<file path="src/common/sphpi_pkg.sv">
// Notes on behaviour
// - after a data or extended record checksum, skip bytes until start mark
// - host sends nothing after end checksum, awaits two
// - receive or format error halts, no code
// - record type other than 00/01/02 is error
// - record checksum mismatch is a format error
// - extended record length other than two errors
// - data record after extended address >=1000H errors
// - end record with nonzero length errors
// - password at least eight bytes, compared bytewise
// - password region only inside the flash ranges
// - all FFH at top 32 bytes means blank
// - host always sends both password addresses
// - length and compare addresses must be in range
// - three identical stored bytes is password error
// - blank write mode goes straight to records
// - erase mode, blank device gets no password
// - address or length violation halts silently
// - any password byte mismatch halts silently
// - after halt host waits for device reset
// - identification reply is 21 fixed bytes
// - ROM block addresses sent upper byte first
// - last identification byte is negated sum 44H
// - halt stops all link traffic until reset
package sphpi_pkg;
    localparam logic [7:0] START_MARK = 8'h3a;
    localparam logic [7:0] REC_DATA = 8'h00;
    localparam logic [7:0] REC_END = 8'h01;
    localparam logic [7:0] REC_EXT = 8'h02;
    localparam logic [7:0] EXT_LEN = 8'h02;
    localparam logic [7:0] END_LEN = 8'h00;
    localparam logic [15:0] EXT_LIMIT = 16'h1000;
    localparam logic [23:0] ROM1_LO = 24'h004000;
    localparam logic [23:0] ROM1_HI = 24'h021eff;
    localparam logic [23:0] PW_COMPARE_START_ADDR_TOP = 24'h021f00;
    localparam logic [19:0] BLANK_LO = 20'hfffe0;
    localparam logic [7:0] BLANK_CNT = 8'h20;
    localparam logic [7:0] BLANK_BYTE = 8'hff;
    localparam logic [7:0] PW_MIN_LEN = 8'h08;
    localparam logic [7:0] ADDR_BYTES = 8'h06;
    localparam logic [7:0] ID_LEN = 8'h15;
    localparam logic [7:0] SUM_BYTES = 8'h02;
    // first twenty identification bytes, first byte in the top lane
    localparam logic [159:0] ID_TBL = 160'h3a12033d00000002004000021eff0fff000fffff;

    function automatic logic [7:0] id_byte(input logic [4:0] idx);
        logic [7:0] s;
        s = 8'h00;
        for (int k = 2; k < 20; k++) begin
            s = s + ID_TBL[(19 - k) * 8 +: 8];
        end
        if (idx < 5'd20) begin
            id_byte = ID_TBL[(19 - idx) * 8 +: 8];
        end else begin
            id_byte = ~s + 8'h01;
        end
    endfunction

    function automatic logic in_main(input logic [23:0] a);
        in_main = (a >= ROM1_LO) && (a <= ROM1_HI);
    endfunction
endpackage

</file>
<file path="src/common/sphpi_link_if.sv">
`timescale 1ns/1ps
`default_nettype none
interface sphpi_link_if;
    logic [7:0] h2d_data;
    logic h2d_valid;
    logic h2d_rx_err;
    logic [7:0] d2h_data;
    logic d2h_valid;
    logic d2h_ready;
    logic dev_halted;

    modport dev (
        input h2d_data, h2d_valid, h2d_rx_err, d2h_ready,
        output d2h_data, d2h_valid, dev_halted
    );
    modport host (
        output h2d_data, h2d_valid, h2d_rx_err, d2h_ready,
        input d2h_data, d2h_valid, dev_halted
    );
endinterface
`default_nettype wire

</file>
<file path="src/rtl/sphpi_dev.sv">
`timescale 1ns/1ps
`default_nettype none
module sphpi_dev (
    // clock and reset
    input wire logic i_ref_clk,
    input wire logic i_sys_rst,
    // link to the programming controller
    sphpi_link_if.dev link,
    // mode requests
    input wire logic i_id_req,
    input wire logic i_pw_req,
    input wire logic i_pw_hex,
    input wire logic [15:0] i_flash_sum,
    // flash read port: data is sampled at the edge that ends the strobe
    output logic [19:0] o_flash_addr,
    output logic o_flash_rd,
    input wire logic [7:0] i_flash_data,
    // record output
    output logic o_wr_valid,
    output logic [19:0] o_wr_addr,
    output logic [7:0] o_wr_data,
    output logic o_end_rec,
    // status
    output logic o_pw_ok,
    output logic o_blank,
    output logic o_halt,
    output logic o_pw_err,
    output logic o_fmt_err
);
    import sphpi_pkg::*;

    typedef enum logic [11:0] {
        ST_IDLE = 12'h001, ST_ID = 12'h002, ST_BLANK = 12'h004, ST_PWADR = 12'h008,
        ST_PWLEN = 12'h010, ST_PWCMP = 12'h020, ST_HMARK = 12'h040, ST_HHDR = 12'h080,
        ST_HDATA = 12'h100, ST_HCKS = 12'h200, ST_SUMTX = 12'h400, ST_HALT = 12'h800
    } sphpi_dev_st_t;

    sphpi_dev_st_t state_reg;
    logic pend_reg, blank_reg, hexmode_reg, tx_valid_reg, flash_rd_reg, wr_valid_reg;
    logic end_rec_reg, pw_ok_reg, halt_reg, pw_err_reg, fmt_err_reg;
    logic [7:0] cnt_reg, pwlen_reg, rxb_reg, prev1_reg, prev2_reg, sum_reg, len_reg;
    logic [7:0] typ_reg, tx_data_reg, wr_data_reg;
    logic [15:0] addr_reg, ext_reg, sum_out_reg;
    logic [19:0] flash_addr_reg, wr_addr_reg;
    logic [23:0] pw_length_store_addr_reg, pw_compare_start_addr_reg;

    wire rx = link.h2d_valid;
    wire [7:0] rxd = link.h2d_data;
    wire tx_free = !tx_valid_reg || link.d2h_ready;
    wire [23:0] pw_compare_start_addr_full = {pw_compare_start_addr_reg[15:0], rxd};
    wire addr_done = (state_reg == ST_PWADR) && rx && (cnt_reg == ADDR_BYTES - 8'h01);
    wire [24:0] pw_end = {1'b0, pw_compare_start_addr_reg} + {17'h00000, i_flash_data};
    wire pw_compare_start_addr_fit = (pw_compare_start_addr_reg >= ROM1_LO) && (pw_end <= {1'b0, PW_COMPARE_START_ADDR_TOP});
    wire run3 = (cnt_reg >= 8'h02) && (i_flash_data == prev1_reg)
        && (prev1_reg == prev2_reg);
    wire addr_bad = addr_done
        && (!in_main(pw_length_store_addr_reg) || (blank_reg && !in_main(pw_compare_start_addr_full)));
    wire len_bad = (state_reg == ST_PWLEN) && pend_reg
        && ((i_flash_data < PW_MIN_LEN) || !pw_compare_start_addr_fit);
    wire cmp_bad = (state_reg == ST_PWCMP) && pend_reg
        && ((i_flash_data != rxb_reg) || run3);
    wire pw_fail = addr_bad || len_bad || cmp_bad;
    wire typ_bad = (rxd != REC_DATA) && (rxd != REC_END) && (rxd != REC_EXT);
    wire hdr_bad = (state_reg == ST_HHDR) && rx && (cnt_reg == 8'h03)
        && (typ_bad
        || ((rxd == REC_EXT) && (len_reg != EXT_LEN))
        || ((rxd == REC_END) && (len_reg != END_LEN))
        || ((rxd == REC_DATA) && (ext_reg >= EXT_LIMIT)));
    wire cks_bad = (state_reg == ST_HCKS) && rx && ((sum_reg + rxd) != 8'h00);
    wire rx_state = (state_reg == ST_PWADR) || (state_reg == ST_PWCMP)
        || (state_reg == ST_HMARK) || (state_reg == ST_HHDR)
        || (state_reg == ST_HDATA) || (state_reg == ST_HCKS);
    wire rx_fail = link.h2d_rx_err && rx_state;
    wire fmt_fail = hdr_bad || cks_bad || rx_fail;
    wire [19:0] wr_base = {ext_reg, 4'h0} + {4'h0, addr_reg};

    // data path registers are loaded before use, so only control and outputs reset
    always_ff @(posedge i_ref_clk) begin
        if (i_sys_rst) begin
            state_reg <= ST_IDLE;
            pend_reg <= 1'b0;
            blank_reg <= 1'b0;
            tx_data_reg <= 8'h00;
            tx_valid_reg <= 1'b0;
            flash_addr_reg <= 20'h00000;
            flash_rd_reg <= 1'b0;
            wr_valid_reg <= 1'b0;
            wr_addr_reg <= 20'h00000;
            wr_data_reg <= 8'h00;
            end_rec_reg <= 1'b0;
            pw_ok_reg <= 1'b0;
            halt_reg <= 1'b0;
            pw_err_reg <= 1'b0;
            fmt_err_reg <= 1'b0;
        end else begin
            flash_rd_reg <= 1'b0;
            wr_valid_reg <= 1'b0;
            end_rec_reg <= 1'b0;
            pw_ok_reg <= 1'b0;
            tx_valid_reg <= tx_valid_reg && !link.d2h_ready;
            if (pw_fail || fmt_fail) begin
                // pending byte dropped too, no error code
                state_reg <= ST_HALT;
                halt_reg <= 1'b1;
                pw_err_reg <= pw_fail;
                fmt_err_reg <= fmt_fail;
                tx_valid_reg <= 1'b0;
            end else begin
                unique case (state_reg)
                    ST_IDLE: begin
                        cnt_reg <= 8'h00;
                        if (i_id_req) begin
                            state_reg <= ST_ID;
                        end else if (i_pw_req) begin
                            state_reg <= ST_BLANK;
                            blank_reg <= 1'b1;
                            hexmode_reg <= i_pw_hex;
                        end
                    end
                    ST_ID: begin
                        if (tx_free) begin
                            tx_data_reg <= id_byte(cnt_reg[4:0]);
                            tx_valid_reg <= 1'b1;
                            cnt_reg <= cnt_reg + 8'h01;
                            if (cnt_reg == ID_LEN - 8'h01) begin
                                state_reg <= ST_IDLE;
                            end
                        end
                    end
                    ST_BLANK: begin
                        if (!pend_reg) begin
                            flash_addr_reg <= BLANK_LO + {12'h000, cnt_reg};
                            flash_rd_reg <= 1'b1;
                            pend_reg <= 1'b1;
                        end else begin
                            pend_reg <= 1'b0;
                            if (i_flash_data != BLANK_BYTE) begin
                                blank_reg <= 1'b0;
                            end
                            cnt_reg <= cnt_reg + 8'h01;
                            if (cnt_reg == BLANK_CNT - 8'h01) begin
                                state_reg <= ST_PWADR;
                                cnt_reg <= 8'h00;
                            end
                        end
                    end
                    ST_PWADR: begin
                        if (rx) begin
                            if (cnt_reg < 8'h03) begin
                                pw_length_store_addr_reg <= {pw_length_store_addr_reg[15:0], rxd};
                            end
                            pw_compare_start_addr_reg <= pw_compare_start_addr_full;
                            cnt_reg <= cnt_reg + 8'h01;
                            if (addr_done) begin
                                cnt_reg <= 8'h00;
                                ext_reg <= 16'h0000;
                                if (blank_reg) begin
                                    // blank: no string, records or erase follow
                                    pw_ok_reg <= 1'b1;
                                    state_reg <= hexmode_reg ? ST_HMARK : ST_IDLE;
                                end else begin
                                    flash_addr_reg <= pw_length_store_addr_reg[19:0];
                                    flash_rd_reg <= 1'b1;
                                    pend_reg <= 1'b1;
                                    state_reg <= ST_PWLEN;
                                end
                            end
                        end
                    end
                    ST_PWLEN: begin
                        pend_reg <= 1'b0;
                        pwlen_reg <= i_flash_data;
                        state_reg <= ST_PWCMP;
                    end
                    ST_PWCMP: begin
                        // one flash read per byte: bytes must come >= 2 cycles apart
                        if (!pend_reg && rx) begin
                            rxb_reg <= rxd;
                            flash_addr_reg <= pw_compare_start_addr_reg[19:0] + {12'h000, cnt_reg};
                            flash_rd_reg <= 1'b1;
                            pend_reg <= 1'b1;
                        end else if (pend_reg) begin
                            pend_reg <= 1'b0;
                            prev1_reg <= i_flash_data;
                            prev2_reg <= prev1_reg;
                            cnt_reg <= cnt_reg + 8'h01;
                            if (cnt_reg == pwlen_reg - 8'h01) begin
                                cnt_reg <= 8'h00;
                                pw_ok_reg <= 1'b1;
                                state_reg <= hexmode_reg ? ST_HMARK : ST_IDLE;
                            end
                        end
                    end
                    ST_HMARK: begin
                        if (rx && (rxd == START_MARK)) begin
                            state_reg <= ST_HHDR;
                            cnt_reg <= 8'h00;
                            sum_reg <= 8'h00;
                        end
                    end
                    ST_HHDR: begin
                        if (rx) begin
                            sum_reg <= sum_reg + rxd;
                            cnt_reg <= cnt_reg + 8'h01;
                            if (cnt_reg == 8'h03) begin
                                typ_reg <= rxd;
                                cnt_reg <= 8'h00;
                                state_reg <= (len_reg == 8'h00) ? ST_HCKS : ST_HDATA;
                            end else begin
                                {len_reg, addr_reg} <= {addr_reg, rxd};
                            end
                        end
                    end
                    ST_HDATA: begin
                        if (rx) begin
                            sum_reg <= sum_reg + rxd;
                            cnt_reg <= cnt_reg + 8'h01;
                            // written before the checksum is known; a bad one halts after
                            wr_valid_reg <= (typ_reg == REC_DATA);
                            wr_addr_reg <= wr_base;
                            wr_data_reg <= rxd;
                            addr_reg <= addr_reg + 16'h0001;
                            if (typ_reg == REC_EXT) begin
                                ext_reg <= {ext_reg[7:0], rxd};
                            end
                            if (cnt_reg == len_reg - 8'h01) begin
                                state_reg <= ST_HCKS;
                            end
                        end
                    end
                    ST_HCKS: begin
                        if (rx) begin
                            cnt_reg <= 8'h00;
                            if (typ_reg == REC_END) begin
                                state_reg <= ST_SUMTX;
                                sum_out_reg <= i_flash_sum;
                                end_rec_reg <= 1'b1;
                            end else begin
                                state_reg <= ST_HMARK;
                            end
                        end
                    end
                    ST_SUMTX: begin
                        if (tx_free) begin
                            tx_data_reg <= (cnt_reg == 8'h00) ? sum_out_reg[15:8] : sum_out_reg[7:0];
                            tx_valid_reg <= 1'b1;
                            cnt_reg <= cnt_reg + 8'h01;
                            if (cnt_reg == SUM_BYTES - 8'h01) begin
                                state_reg <= ST_IDLE;
                            end
                        end
                    end
                    ST_HALT: begin // only reset leaves here
                    end
                endcase
            end
        end
    end

    assign link.d2h_data = tx_data_reg;
    assign link.d2h_valid = tx_valid_reg;
    assign link.dev_halted = halt_reg;
    assign o_flash_addr = flash_addr_reg;
    assign o_flash_rd = flash_rd_reg;
    assign o_wr_valid = wr_valid_reg;
    assign o_wr_addr = wr_addr_reg;
    assign o_wr_data = wr_data_reg;
    assign o_end_rec = end_rec_reg;
    assign o_pw_ok = pw_ok_reg;
    assign o_blank = blank_reg;
    assign o_halt = halt_reg;
    assign o_pw_err = pw_err_reg;
    assign o_fmt_err = fmt_err_reg;
endmodule
`default_nettype wire

</file>
<file path="src/flat_wrapper.sv">
// flat-port wrapper written by rule: the top's interface ports become plain ports
module sphpi_dev_flat import sphpi_pkg::*;
  (i_ref_clk, i_sys_rst, i_id_req, i_pw_req, i_pw_hex, i_flash_sum, o_flash_addr, o_flash_rd, i_flash_data, o_wr_valid, o_wr_addr, o_wr_data, o_end_rec, o_pw_ok, o_blank, o_halt, o_pw_err, o_fmt_err, link_h2d_data, link_h2d_valid, link_h2d_rx_err, link_d2h_ready, link_d2h_data, link_d2h_valid, link_dev_halted);
  sphpi_link_if link_i ();
  input wire logic i_ref_clk;
  input wire logic i_sys_rst;
  input wire logic i_id_req;
  input wire logic i_pw_req;
  input wire logic i_pw_hex;
  input wire logic [15:0] i_flash_sum;
  output logic [19:0] o_flash_addr;
  output logic o_flash_rd;
  input wire logic [7:0] i_flash_data;
  output logic o_wr_valid;
  output logic [19:0] o_wr_addr;
  output logic [7:0] o_wr_data;
  output logic o_end_rec;
  output logic o_pw_ok;
  output logic o_blank;
  output logic o_halt;
  output logic o_pw_err;
  output logic o_fmt_err;
  input wire logic [$bits(link_i.h2d_data)-1:0] link_h2d_data;
  input wire logic [$bits(link_i.h2d_valid)-1:0] link_h2d_valid;
  input wire logic [$bits(link_i.h2d_rx_err)-1:0] link_h2d_rx_err;
  input wire logic [$bits(link_i.d2h_ready)-1:0] link_d2h_ready;
  output wire logic [$bits(link_i.d2h_data)-1:0] link_d2h_data;
  output wire logic [$bits(link_i.d2h_valid)-1:0] link_d2h_valid;
  output wire logic [$bits(link_i.dev_halted)-1:0] link_dev_halted;
  assign link_i.h2d_data = link_h2d_data;
  assign link_i.h2d_valid = link_h2d_valid;
  assign link_i.h2d_rx_err = link_h2d_rx_err;
  assign link_i.d2h_ready = link_d2h_ready;
  assign link_d2h_data = link_i.d2h_data;
  assign link_d2h_valid = link_i.d2h_valid;
  assign link_dev_halted = link_i.dev_halted;
  sphpi_dev u_core (.i_ref_clk(i_ref_clk), .i_sys_rst(i_sys_rst), .link(link_i), .i_id_req(i_id_req), .i_pw_req(i_pw_req), .i_pw_hex(i_pw_hex), .i_flash_sum(i_flash_sum), .o_flash_addr(o_flash_addr), .o_flash_rd(o_flash_rd), .i_flash_data(i_flash_data), .o_wr_valid(o_wr_valid), .o_wr_addr(o_wr_addr), .o_wr_data(o_wr_data), .o_end_rec(o_end_rec), .o_pw_ok(o_pw_ok), .o_blank(o_blank), .o_halt(o_halt), .o_pw_err(o_pw_err), .o_fmt_err(o_fmt_err));
endmodule
</file>
<file path="config.mk">
export PLATFORM = sky130hd
export DESIGN_NAME = sphpi_dev_flat
export DESIGN_NICKNAME = d
export VERILOG_FILES = /design/src/common/sphpi_pkg.sv /design/src/common/sphpi_link_if.sv /design/src/rtl/sphpi_dev.sv /design/src/flat_wrapper.sv
export SDC_FILE = /design/constraint.sdc
export NUM_CORES = 1
export LEC_CHECK = 0
export ABC_AREA = 1
export BUFFER_PORTS_ARGS = -buffer_cell sky130_fd_sc_hd__clkbuf_2
export CAP_MARGIN = 0
export CORE_ASPECT_RATIO = 1.75
export CORE_MARGIN = 2
export CORE_UTILIZATION = 45
export DETAILED_ROUTE_END_ITERATION = 12
export PLACE_DENSITY = 0.68
export SLEW_MARGIN = 20
export SYNTH_ARGS = -nofsm -noshare
export SYNTH_HDL_FRONTEND = slang
export SYNTH_SLANG_ARGS = --single-unit
</file>
<file path="constraint.sdc">
create_clock -name i_ref_clk -period 4.9 [get_ports i_ref_clk]
set_input_delay 0.49 -clock i_ref_clk [delete_from_list [all_inputs] [get_ports i_ref_clk]]
set_output_delay 0.49 -clock i_ref_clk [all_outputs]
set_load 0.01 [all_outputs]
</file>
## After elaboration in Yosys (flattened, before gate mapping)

Index checks and enable logic that the tools add are counted.

| cells by class | value |
|---|---|
| $add $sub $neg | 10 |
| $lt $le $gt $ge | 11 |
| equality and inequality tests | 76 |
| shift-type cells | 1 |
| muxes and demuxes | 86 |
| bitwise gates (word level) | 8 |
| reduce and logical (&&, ||, !) cells | 92 |

Operators with widths:

| cell | count |
|---|---|
| 2-to-1 mux 12 bit | 21 |
| indexed part select 160 x 33 -> 8 bit, first input constant | 1 |
| 2-to-1 mux 8 bit | 18 |
| case mux 12 bit (11 select lines) | 1 |
| 2-to-1 mux 16 bit | 7 |
| 2-to-1 mux 20 bit | 5 |
| greater-or-equal comparator 24 x 15 -> 1 bit, second input constant | 3 |
| case mux 8 bit (9 select lines) | 1 |
| case mux 16 bit (2 select lines) | 2 |
| case mux 20 bit (3 select lines) | 1 |
| less-or-equal comparator 24 x 18 -> 1 bit, second input constant | 2 |
| AND reduction 5 bit | 8 |
| AND reduction 19 bit | 2 |
| == test 8 bit | 4 |
| zero test 8 bit | 4 |
| inequality test 2 bit, second input constant | 16 |
| case mux 8 bit (2 select lines) | 2 |
| inequality test 3 bit, second input constant | 10 |
| logical AND 1 bit | 27 |
| adder 24 x 8 -> 25 bit | 1 |
| less-or-equal comparator 25 x 18 -> 1 bit, second input constant | 1 |
| == test 8 x 1 -> 1 bit, second input constant | 3 |
| == test 8 x 2 -> 1 bit, second input constant | 3 |
| nonzero test 8 bit | 3 |
| 58 further kinds | 138 |

| storage, ports and cells | value |
|---|---|
| register bits | 239 |
| bits of input ports | 40 |
| output and inout port bits | 66 |
| logic and storage cells | 314 |

## Logic depth before layout (Yosys ltp)

Gate-level depths: netlist (run 1).

| depth | value |
|---|---|
| depth in word-level cells | 12 |
| mapped depth | 22 |
| gate-level depth less buffers | 21 |

## Least setup slack after synthesis (run 1)

OpenSTA, ideal clock, no wires.

| timing path | value |
|---|---|
| kind | input port to flip-flop |
| start | in i_flash_data[0] |
| end | reg u_core.pw_length_store_addr_reg[0], enable pin |
| library setup time | 435 ps |
| data arrival time | 3,998 ps |
| required time | 4,465 ps |
| slack | 467 ps |
| cell stages on the path | 19 |
| buffers on the path | 0 |
| path through | ha_1 > fa_1 > nand3_1 > nand2_1 > nand2_1 > nand2_2 > nand2_1 > nand2_1 > nand2_1 > nand3_1 > nor2_2 > nand3_1 > nand3_1 > nand2_2 > nand2_4 > nand2_2 > nor2_4 > inv_1 > nor3_1 |

| on the way | value |
|---|---|
| longest elaborated chain between the ends | 11 |
| elaborated cells between the ends (all ways) | 18 |
| those cells by class | add/sub: 1; order compare: 2; eq/ne: 2; bitwise: 1; reduce/logical: 12 |

RTL lines:

| what | RTL line | text |
|---|---|---|
| start: declaration | flat_wrapper.sv:13 | `input wire logic [7:0] i_flash_data;` |
| adder 24 x 8 -> 25 bit | sphpi_dev.sv:52 | `wire [24:0] pw_end = {1'b0, pw_compare_start_addr_reg} + {17'h00000, i_flash_data};` |
| less-or-equal comparator 25 x 18 -> 1 bit | sphpi_dev.sv:53 | `wire pw_compare_start_addr_fit = (pw_compare_start_addr_reg >= ROM1_LO) && (pw_end <= {1'b0, PW_COMPARE_START_ ...` |
| logical AND 1 bit | sphpi_dev.sv:53 |  |
| zero test 1 bit | sphpi_dev.sv:59 | `&& ((i_flash_data < PW_MIN_LEN) \|\| !pw_compare_start_addr_fit);` |
| logical OR 1 bit | sphpi_dev.sv:59 |  |
| logical AND 1 bit | sphpi_dev.sv:59 |  |
| logical OR 1 bit | sphpi_dev.sv:62 | `wire pw_fail = addr_bad \|\| len_bad \|\| cmp_bad;` |
| logical OR 1 bit * | sphpi_dev.sv:62 |  |
| logical OR 1 bit * | sphpi_dev.sv:101 | `if (pw_fail \|\| fmt_fail) begin` |
| inverter 1 bit (no source line) * | n/a |  |
| AND reduction 5 bit (no source line) * | n/a |  |
| end signal: assignment | sphpi_dev.sv:150 | `pw_length_store_addr_reg <= {pw_length_store_addr_reg[15:0], rxd};` |
| end: declaration | sphpi_dev.sv:45 | `logic [23:0] pw_length_store_addr_reg, pw_compare_start_addr_reg;` |

Every way passes the cells marked *; elsewhere a longest branch is shown, timed or not.
A chain may end at the register's enable or synchronous reset.

## Worst setup path in the final report (run 1)

| timing path | value |
|---|---|
| start | reg u_core.pw_compare_start_addr_reg[0] |
| end | reg u_core.rxb_reg[7], enable pin |

| on the way | value |
|---|---|
| longest elaborated chain between the ends | 11 |
| elaborated cells between the ends (all ways) | 19 |
| those cells by class | add/sub: 1; order compare: 4; bitwise: 1; reduce/logical: 13 |

RTL lines:

| what | RTL line | text |
|---|---|---|
| start: declaration | sphpi_dev.sv:45 |  |
| start signal: assignment | sphpi_dev.sv:152 | `pw_compare_start_addr_reg <= pw_compare_start_addr_full;` |
| adder 24 x 8 -> 25 bit, or another cell as far along | sphpi_dev.sv:52 |  |
| less-or-equal comparator 25 x 18 -> 1 bit or logical AND 1 bit (tied branches) | sphpi_dev.sv:53, sphpi_pkg.sv:60 |  |
| logical AND 1 bit or zero test 1 bit (tied branches) | sphpi_dev.sv:53, sphpi_dev.sv:57 |  |
| zero test 1 bit or logical AND 1 bit (tied branches) | sphpi_dev.sv:59, sphpi_dev.sv:57 |  |
| logical OR 1 bit, on equally long branches | sphpi_dev.sv:59, sphpi_dev.sv:57 |  |
| logical AND 1 bit, on equally long branches | sphpi_dev.sv:59, sphpi_dev.sv:57 |  |
| logical OR 1 bit * (2 in a row) | sphpi_dev.sv:62 |  |
| logical OR 1 bit * | sphpi_dev.sv:101 |  |
| inverter 1 bit (no source line) * | n/a |  |
| AND reduction 4 bit (no source line) * | n/a |  |
| end signal: assignment | sphpi_dev.sv:178 | `rxb_reg <= rxd;` |
| end: declaration | sphpi_dev.sv:41 | `logic [7:0] cnt_reg, pwlen_reg, rxb_reg, prev1_reg, prev2_reg, sum_reg, len_reg;` |

Marked as above.

==> results of run 1 <==
cell families after synthesis:
group	Yosys count	share of synthesized area (%)
flip-flops	239	46.9
XOR/XNOR	72	4.62
buffers and inverters	285	8.18
AO/OA/AOI/OAI	181	7.84
AND/OR/NAND/NOR	881	27.4
adder cells (fa/ha/maj)	53	5.08
metal layers:
layer,global-route usage (%),up-vias,wire length [µm]
met5,0,-,0
met4,19.1,0,3360
met3,2.53,150,1450
met2,50.7,383,22600
met1,22.5,5541,13000
li1,-,5825,-
path summary, 6_finish.rpt:
| check | cells past startpoint | start | slack, ns | to |
|---|---|---|---|---|
| worst min-delay path | 1 | i_flash_sum[0] | 0.13 | u_core.sum_out_reg[0]$_DFFE_PP_ |
| worst min register to register | 0 | u_core.pw_length_store_addr_reg[13]$_DFFE_PP_ | 0.45 | u_core.pw_length_store_addr_reg[21]$_DFFE_PP_ |
| worst max register to register | 19 | u_core.pw_compare_start_addr_reg[0]$_DFFE_PP_ | 1.05 | u_core.rxb_reg[7]$_DFFE_PP_ |
| worst max-delay path | 19 | u_core.pw_compare_start_addr_reg[0]$_DFFE_PP_ | 1.05 | u_core.rxb_reg[7]$_DFFE_PP_ |
final cells by class:
class	count	area, µm²	area share, %
Clock inverter	8	58.8	0.384
Tap cell	387	484	3.16
Clock buffer	34	678	4.43
Inverter	247	927	6.05
Multi-Input combinational cell	1187	6140	40.1
Timing Repair Buffer	120	638	4.16
Sequential cell	239	6400	41.7
cell usage after synthesis (4+ instances only):
master	n
a211oi_1	6
a21oi_1	54
a31oi_1	4
buf_1	4
buf_2	15
clkbuf_1	13
clkinv_1	4
dfxtp_1	78
edfxtp_1	161
fa_1	4
ha_1	49
inv_1	235
inv_2	8
nand2_1	395
nand2_2	11
nand3_1	107
nand4_1	28
nor2_1	263
nor3_1	40
nor3_2	5
nor4_1	13
o211ai_1	13
o21ai_0	64
o21ai_1	4
o221ai_1	8
o22ai_1	5
o31ai_1	5
xnor2_1	32
xor2_1	40
power by group:
group	leakage, nW	switching (mW)	internal [mW]	total (mW)
clock network	0.358	0.778	0.967	1.75
registers	2.07	0.103	2.23	2.33
logic	4.47	0.740	0.370	1.11
total	6.90	1.62	3.56	5.18
metrics by stage:
| stage | hold slack (ns) | power (mW) | utilization [%] |
|---|---|---|---|
| global route | 0.119 | 5.40 | 51.2 |
| floorplan | 0.425 | 3.12 | - |
| detailed placement | 0.432 | 3.46 | 48.7 |
| finish | 0.132 | 5.18 | 51.2 |
| global placement | 0.433 | 3.44 | 48.7 |
| CTS | 0.114 | 5.20 | 51.2 |
==> reports/results.tsv, run 1 <==
stage	metric	value	unit
outcome	status	completed	
sta	fin_tns_setup	0	ns
worst_setup_path	slowest_stage	nor2_1	
logic_synthesis	synth_cells	1711	
worst_setup_path	end_kind	flop	
logic_synthesis	synthesis.area	0.0136	mm²
logic_synthesis	synth-main-ff-cell	edfxtp_1	
routing	routed_wl	40400	µm
worst_setup_path	crit_arrival	4.02	ns
routing	first_iter_violations	813	
routing	drc	0	
finish	layout_commonest_cell	nand2_1	
run	cap_violations	0	
logic_synthesis	synth.top_cell.area_share	35.4	%
finish	nFillCells	2874	
min_path	hold_class	input pin to flop	
sta	setup_viol	0	
floorplan	die_x	136	µm
cts	hold_buffers	0	
sta	setup_slack	1.05	ns
finish	syn2layout_area_growth	12.3	%
worst_setup_path	critPathRequiredTime	5.06	ns
floorplan	rows	84	
cts	cts_tree	built	
routing	ant_nets	0	
floorplan	die-area	0.0318	mm²
worst_setup_path	cp-start-kind	flop	
finish	mostFrequentLayoutCells	nand2_1 (395), nor2_1 (262), inv_1 (235), edfxtp_1 (161), nand3_1 (107)	
worst_setup_path	crit_buf_inv	0	
global_route	grt_pass1_wl	61000	µm
global_route	overflow	0	
sta	skew	0.0184	ns
place	gp_routability_congestion	0.976	
global_route	grt_antenna_before_repair	0	
global_route	grt_use_total	25.3	%
global_route	grt_pass1_vias	11700	
logic_synthesis	ys_seq_area_share	46.9	%
worst_setup_path	cpPeakStageDelay	0.61	ns
floorplan	initial_core_util	45.5	%
place	placed_cells	2180	
worst_setup_path	crit_top_cell	nand2_1	
power_and_ir_drop	p_leak	6.90	nW
logic_synthesis	yosysWarnings	0	
global_route	grt_max_degree	55	
cts	numCtsBuffers	23	
logic_synthesis	ys_types	53	
sta	grt_setup_unrepaired	no	
finish	n_antenna_cell	0	
logic_synthesis	syn_avg_cell_area	7.97	µm²
logic_synthesis	synth.area.top_cells	edfxtp_1 (35%), dfxtp_1 (11%), nand2_1 (11%), nor2_1 (7.2%), inv_1 (6.5%)	
place	placed_cell_area	0.0146	mm²
place	dp_hpwl	31400	µm
floorplan	io_pins	106	
logic_synthesis	synth_edf_count	161	
cts	cts_sinks	239	
worst_setup_path	crit_fanout	23	
worst_setup_path	path_class	flop to flop	
worst_setup_path	worstPathCellList	ha_1 -> fa_1 -> nand3_1 -> nand2_1 -> nand2_1 -> nand2_2 -> nand2_1 -> nand2_1 -> nand2_1 -> nand3_1 -> nor2_2 -> nand3_1 -> nand3_1 -> nand2_2 -> nand2_4 -> nand2_2 -> nor2_4 -> nand2_2 -> nor2_1	
cts	clk-insertion-delay-late	0.53	ns
cts	cts.reportedPaths.clkPinSlew	0.07	ns
finish	num-nets-final	1911	
cts	cts-root-buf	clkbuf_16	
routing	vias_per_cell	5.36	
sta	fmax	259	MHz
logic_synthesis	ys_async_sr_fraction	0	%
sta	finalCritPeriodShare	78.7	%
place	portBuffers	105	
routing	firstDrtPassIters	6	
routing	via_count	11900	
finish	stdcell_area	0.0153	mm²
logic_synthesis	synth_seq_cells	239	
routing	wl_per_cell	18.2	µm
sta	worstMarginPinSlew	0.890	ns
sta	finalCriticalPeriod	3.85	ns
finish	stdcell_count	2222	
sta	hold_viol	0	
cts	postCtsSetupRepairBufs	0	
power_and_ir_drop	powerDensity	338	mW/mm²
floorplan	die_y	234	µm
logic_synthesis	synth_top_area_cell	edfxtp_1	
sta	timing.final.max_slew_violations	0	
sta	slew_headroom	40.5	%
floorplan	core	0.0300	mm²
finish	drive_gt1_share	10.5	%
place	dp_slack	0.890	ns
worst_setup_path	crit_family	simple AND/OR/NAND/NOR gates	
cts	cts_max_path_buffers	3	
cts	cts-resized-gates	0	
power_and_ir_drop	max-vdd-ir-drop	241	µV
cts	cts.htree.levels	1	
logic_synthesis	syn_nets	1804	
Note: power is estimated with default switching activity, not from simulation.
==> run 2: changes to the inputs <==
- clock period: 4.9 -> 3.69 ns (I/O delays scaled with it)
==> reports/results.tsv, run 2 (synthesis results as in run 1) <==
stage	metric	value	unit
sta	finalCritPeriodShare	91.9	%
global_route	overflow	0	
min_path	hold_depth	1	
worst_setup_path	reg2reg_slack	0.30	ns
global_route	grt_use_total	26.4	%
sta	worstMarginPinSlew	0.905	ns
worst_setup_path	crit_arrival	3.64	ns
power_and_ir_drop	powerDensity	446	mW/mm²
floorplan	die_x	136	µm
sta	grt_setup_unrepaired	no	
sta	skew	0.0268	ns
floorplan	rows	84	
routing	ant_nets	0	
floorplan	core	0.0300	mm²
finish	drive_gt1_share	12.3	%
routing	firstDrtPassIters	6	
outcome	status	completed	
cts	numCtsBuffers	23	
place	placed_cells	2218	
min_path	min_to	u_core.hexmode_reg$_DFFE_PP_	
worst_setup_path	worstPathCellList	ha_1 -> nand2_1 -> nand2_1 -> a21oi_1 -> nand2_1 -> nand2_1 -> nand2_1 -> nand2_1 -> xor2_1 -> nand3_1 -> nor2_1 -> nand2_2 -> nand2_4 -> nand2_2 -> nor2_4 -> inv_1 -> nor3_2 -> buf_12	
routing	vias_per_cell	5.30	
sta	setup_viol	0	
routing	routed_wl	41700	µm
finish	num-nets-final	1960	
floorplan	die-area	0.0318	mm²
cts	cts.reportedPaths.clkPinSlew	0.06	ns
worst_setup_path	worst_r2r_path_depth	18	
worst_setup_path	worstReg2RegStart	u_core.pw_compare_start_addr_reg[4]$_DFFE_PP_	
floorplan	initial_core_util	45.5	%
global_route	grt_antenna_before_repair	0	
place	gp_routability_congestion	0.979	
power_and_ir_drop	p_leak	7.14	nW
global_route	grt_max_degree	55	
worst_setup_path	cpPeakStageDelay	0.48	ns
sta	timing.final.max_slew_violations	0	
cts	clk-insertion-delay-late	0.55	ns
worst_setup_path	cp-start-kind	flop	
worst_setup_path	r2r-end	u_core.pw_length_store_addr_reg[12]$_DFFE_PP_	
worst_setup_path	slowest_stage	edfxtp_1	
routing	first_iter_violations	675	
worst_setup_path	crit_top_cell	nand2_1	
sta	slew_headroom	39.4	%
routing	wl_per_cell	18.3	µm
sta	fmax	295	MHz
sta	hold_viol	0	
worst_setup_path	critPathRequiredTime	3.94	ns
worst_setup_path	crit_fanout	24	
cts	cts-root-buf	clkbuf_16	
place	dp_hpwl	32300	µm
finish	stdcell_count	2271	
min_path	min_from	i_pw_hex	
finish	nFillCells	2839	
finish	syn2layout_area_growth	15.6	%
finish	mostFrequentLayoutCells	nand2_1 (395), nor2_1 (262), inv_1 (235), edfxtp_1 (161), nand3_1 (107)	
floorplan	io_pins	106	
finish	n_antenna_cell	0	
floorplan	die_y	234	µm
sta	finalCriticalPeriod	3.39	ns
cts	cts_sinks	239	
global_route	grt_pass1_vias	12100	
cts	cts_tree	built	
run	cap_violations	0	
worst_setup_path	path_class	flop to flop	
routing	drc	0	
cts	cts.htree.levels	1	
routing	via_count	12000	
min_path	hold_class	input pin to flop	
global_route	grt_pass1_wl	63400	µm
finish	layout_commonest_cell	nand2_1	
worst_setup_path	end_kind	flop	
sta	fin_tns_setup	0	ns
power_and_ir_drop	max-vdd-ir-drop	357	µV
cts	cts_max_path_buffers	3	
place	portBuffers	105	
run 2: cell types whose count changed in the layout (fill, tap and decap cells not counted), moves of 2 or more:
cell and delta:
buf_4 +34, dlygate4sd3_1 +9, buf_12 +4, clkbuf_8 -3, buf_6 +2, clkbuf_1 +2, clkinv_1 -2
run 2: stage by stage:
| step | instance area (µm²) | setup slack (ns) | hold WS, ns | util [%] | power [mW] |
|---|---|---|---|---|---|
| after floorplan | 13700 | 0.0442 | 0.425 | - | 4.15 |
| final | 15800 | 0.297 | 0.0139 | 52.7 | 7.03 |
| after CTS | 15700 | 0.147 | 0.00208 | 52.5 | 7.04 |
| after global placement | 14900 | 0.175 | 0.433 | 49.8 | 4.68 |
| after detailed placement | 14900 | 0.140 | 0.433 | 49.8 | 4.70 |
| after global routing | 15800 | 0.00987 | 0.00263 | 52.7 | 7.33 |
run 2: final cells by class:
| cell class | count | area (µm²) | share of cell area, % |
|---|---|---|---|
| Sequential cell | 239 | 6400 | 40.6 |
| Multi-Input combinational cell | 1187 | 6140 | 39.0 |
| Timing Repair Buffer | 169 | 1090 | 6.89 |
| Inverter | 247 | 927 | 5.88 |
| Clock buffer | 32 | 619 | 3.93 |
| Tap cell | 387 | 484 | 3.07 |
| Clock inverter | 10 | 115 | 0.730 |
run 2: how the worst max path moves through the flow:
stage                                                             start                                            end  slack (ns)  cells after the start
after global placement                                  i_flash_data[0]                u_core.ext_reg[3]$_SDFFCE_PN0P_        0.17                     21
final                     u_core.pw_compare_start_addr_reg[4]$_DFFE_PP_  u_core.pw_length_store_addr_reg[12]$_DFFE_PP_        0.30                     18
after CTS                 u_core.pw_compare_start_addr_reg[5]$_DFFE_PP_                   u_core.addr_reg[1]$_DFFE_PP_        0.15                     18
after global routing      u_core.pw_compare_start_addr_reg[4]$_DFFE_PP_  u_core.pw_length_store_addr_reg[12]$_DFFE_PP_        0.01                     18
after floorplan           u_core.pw_compare_start_addr_reg[0]$_DFFE_PP_   u_core.pw_length_store_addr_reg[0]$_DFFE_PP_        0.04                     19
after detailed placement                                i_flash_data[0]                   u_core.addr_reg[5]$_DFFE_PP_        0.14                     21
run 2: power breakdown:
| group | switching [mW] | total (mW) | leakage, nW | internal (mW) |
|---|---|---|---|---|
| sequential | 0.0994 | 3.05 | 2.07 | 2.95 |
| clock | 1.08 | 2.35 | 0.356 | 1.27 |
| combinational | 1.07 | 1.63 | 4.72 | 0.554 |
run 2: layer usage:
metal  GRT usage [%]  part of all wire (%)  up-vias
met4            18.8                   7.7        0
met2            53.3                    56      350
li1                -                     -     5915
met3            2.79                   3.8      152
met5               0                     0        -
met1            23.4                    32     5626
run 2: what timing repair did:
| item | CTS | global route |
|---|---|---|
| hold buffers | 8 | 1 |
| setup buffers | 0 | 2 |
| hold endpoints to repair | 8 | 1 |
| setup endpoints to repair | 0 | 130 |
| resized for setup | 0 | 3 |
run 2: worst max-delay path, delay by kind of cell, from the launching register on:
| kind | cells | cell delay, ns |
|---|---|---|
| buf+inv | 2 | 0.38 |
| compound gates | 1 | 0.19 |
| simple gates | 13 | 1.47 |
| flops | 1 | 0.48 |
| fa+ha+maj | 1 | 0.40 |
| xor+xnor | 1 | 0.15 |
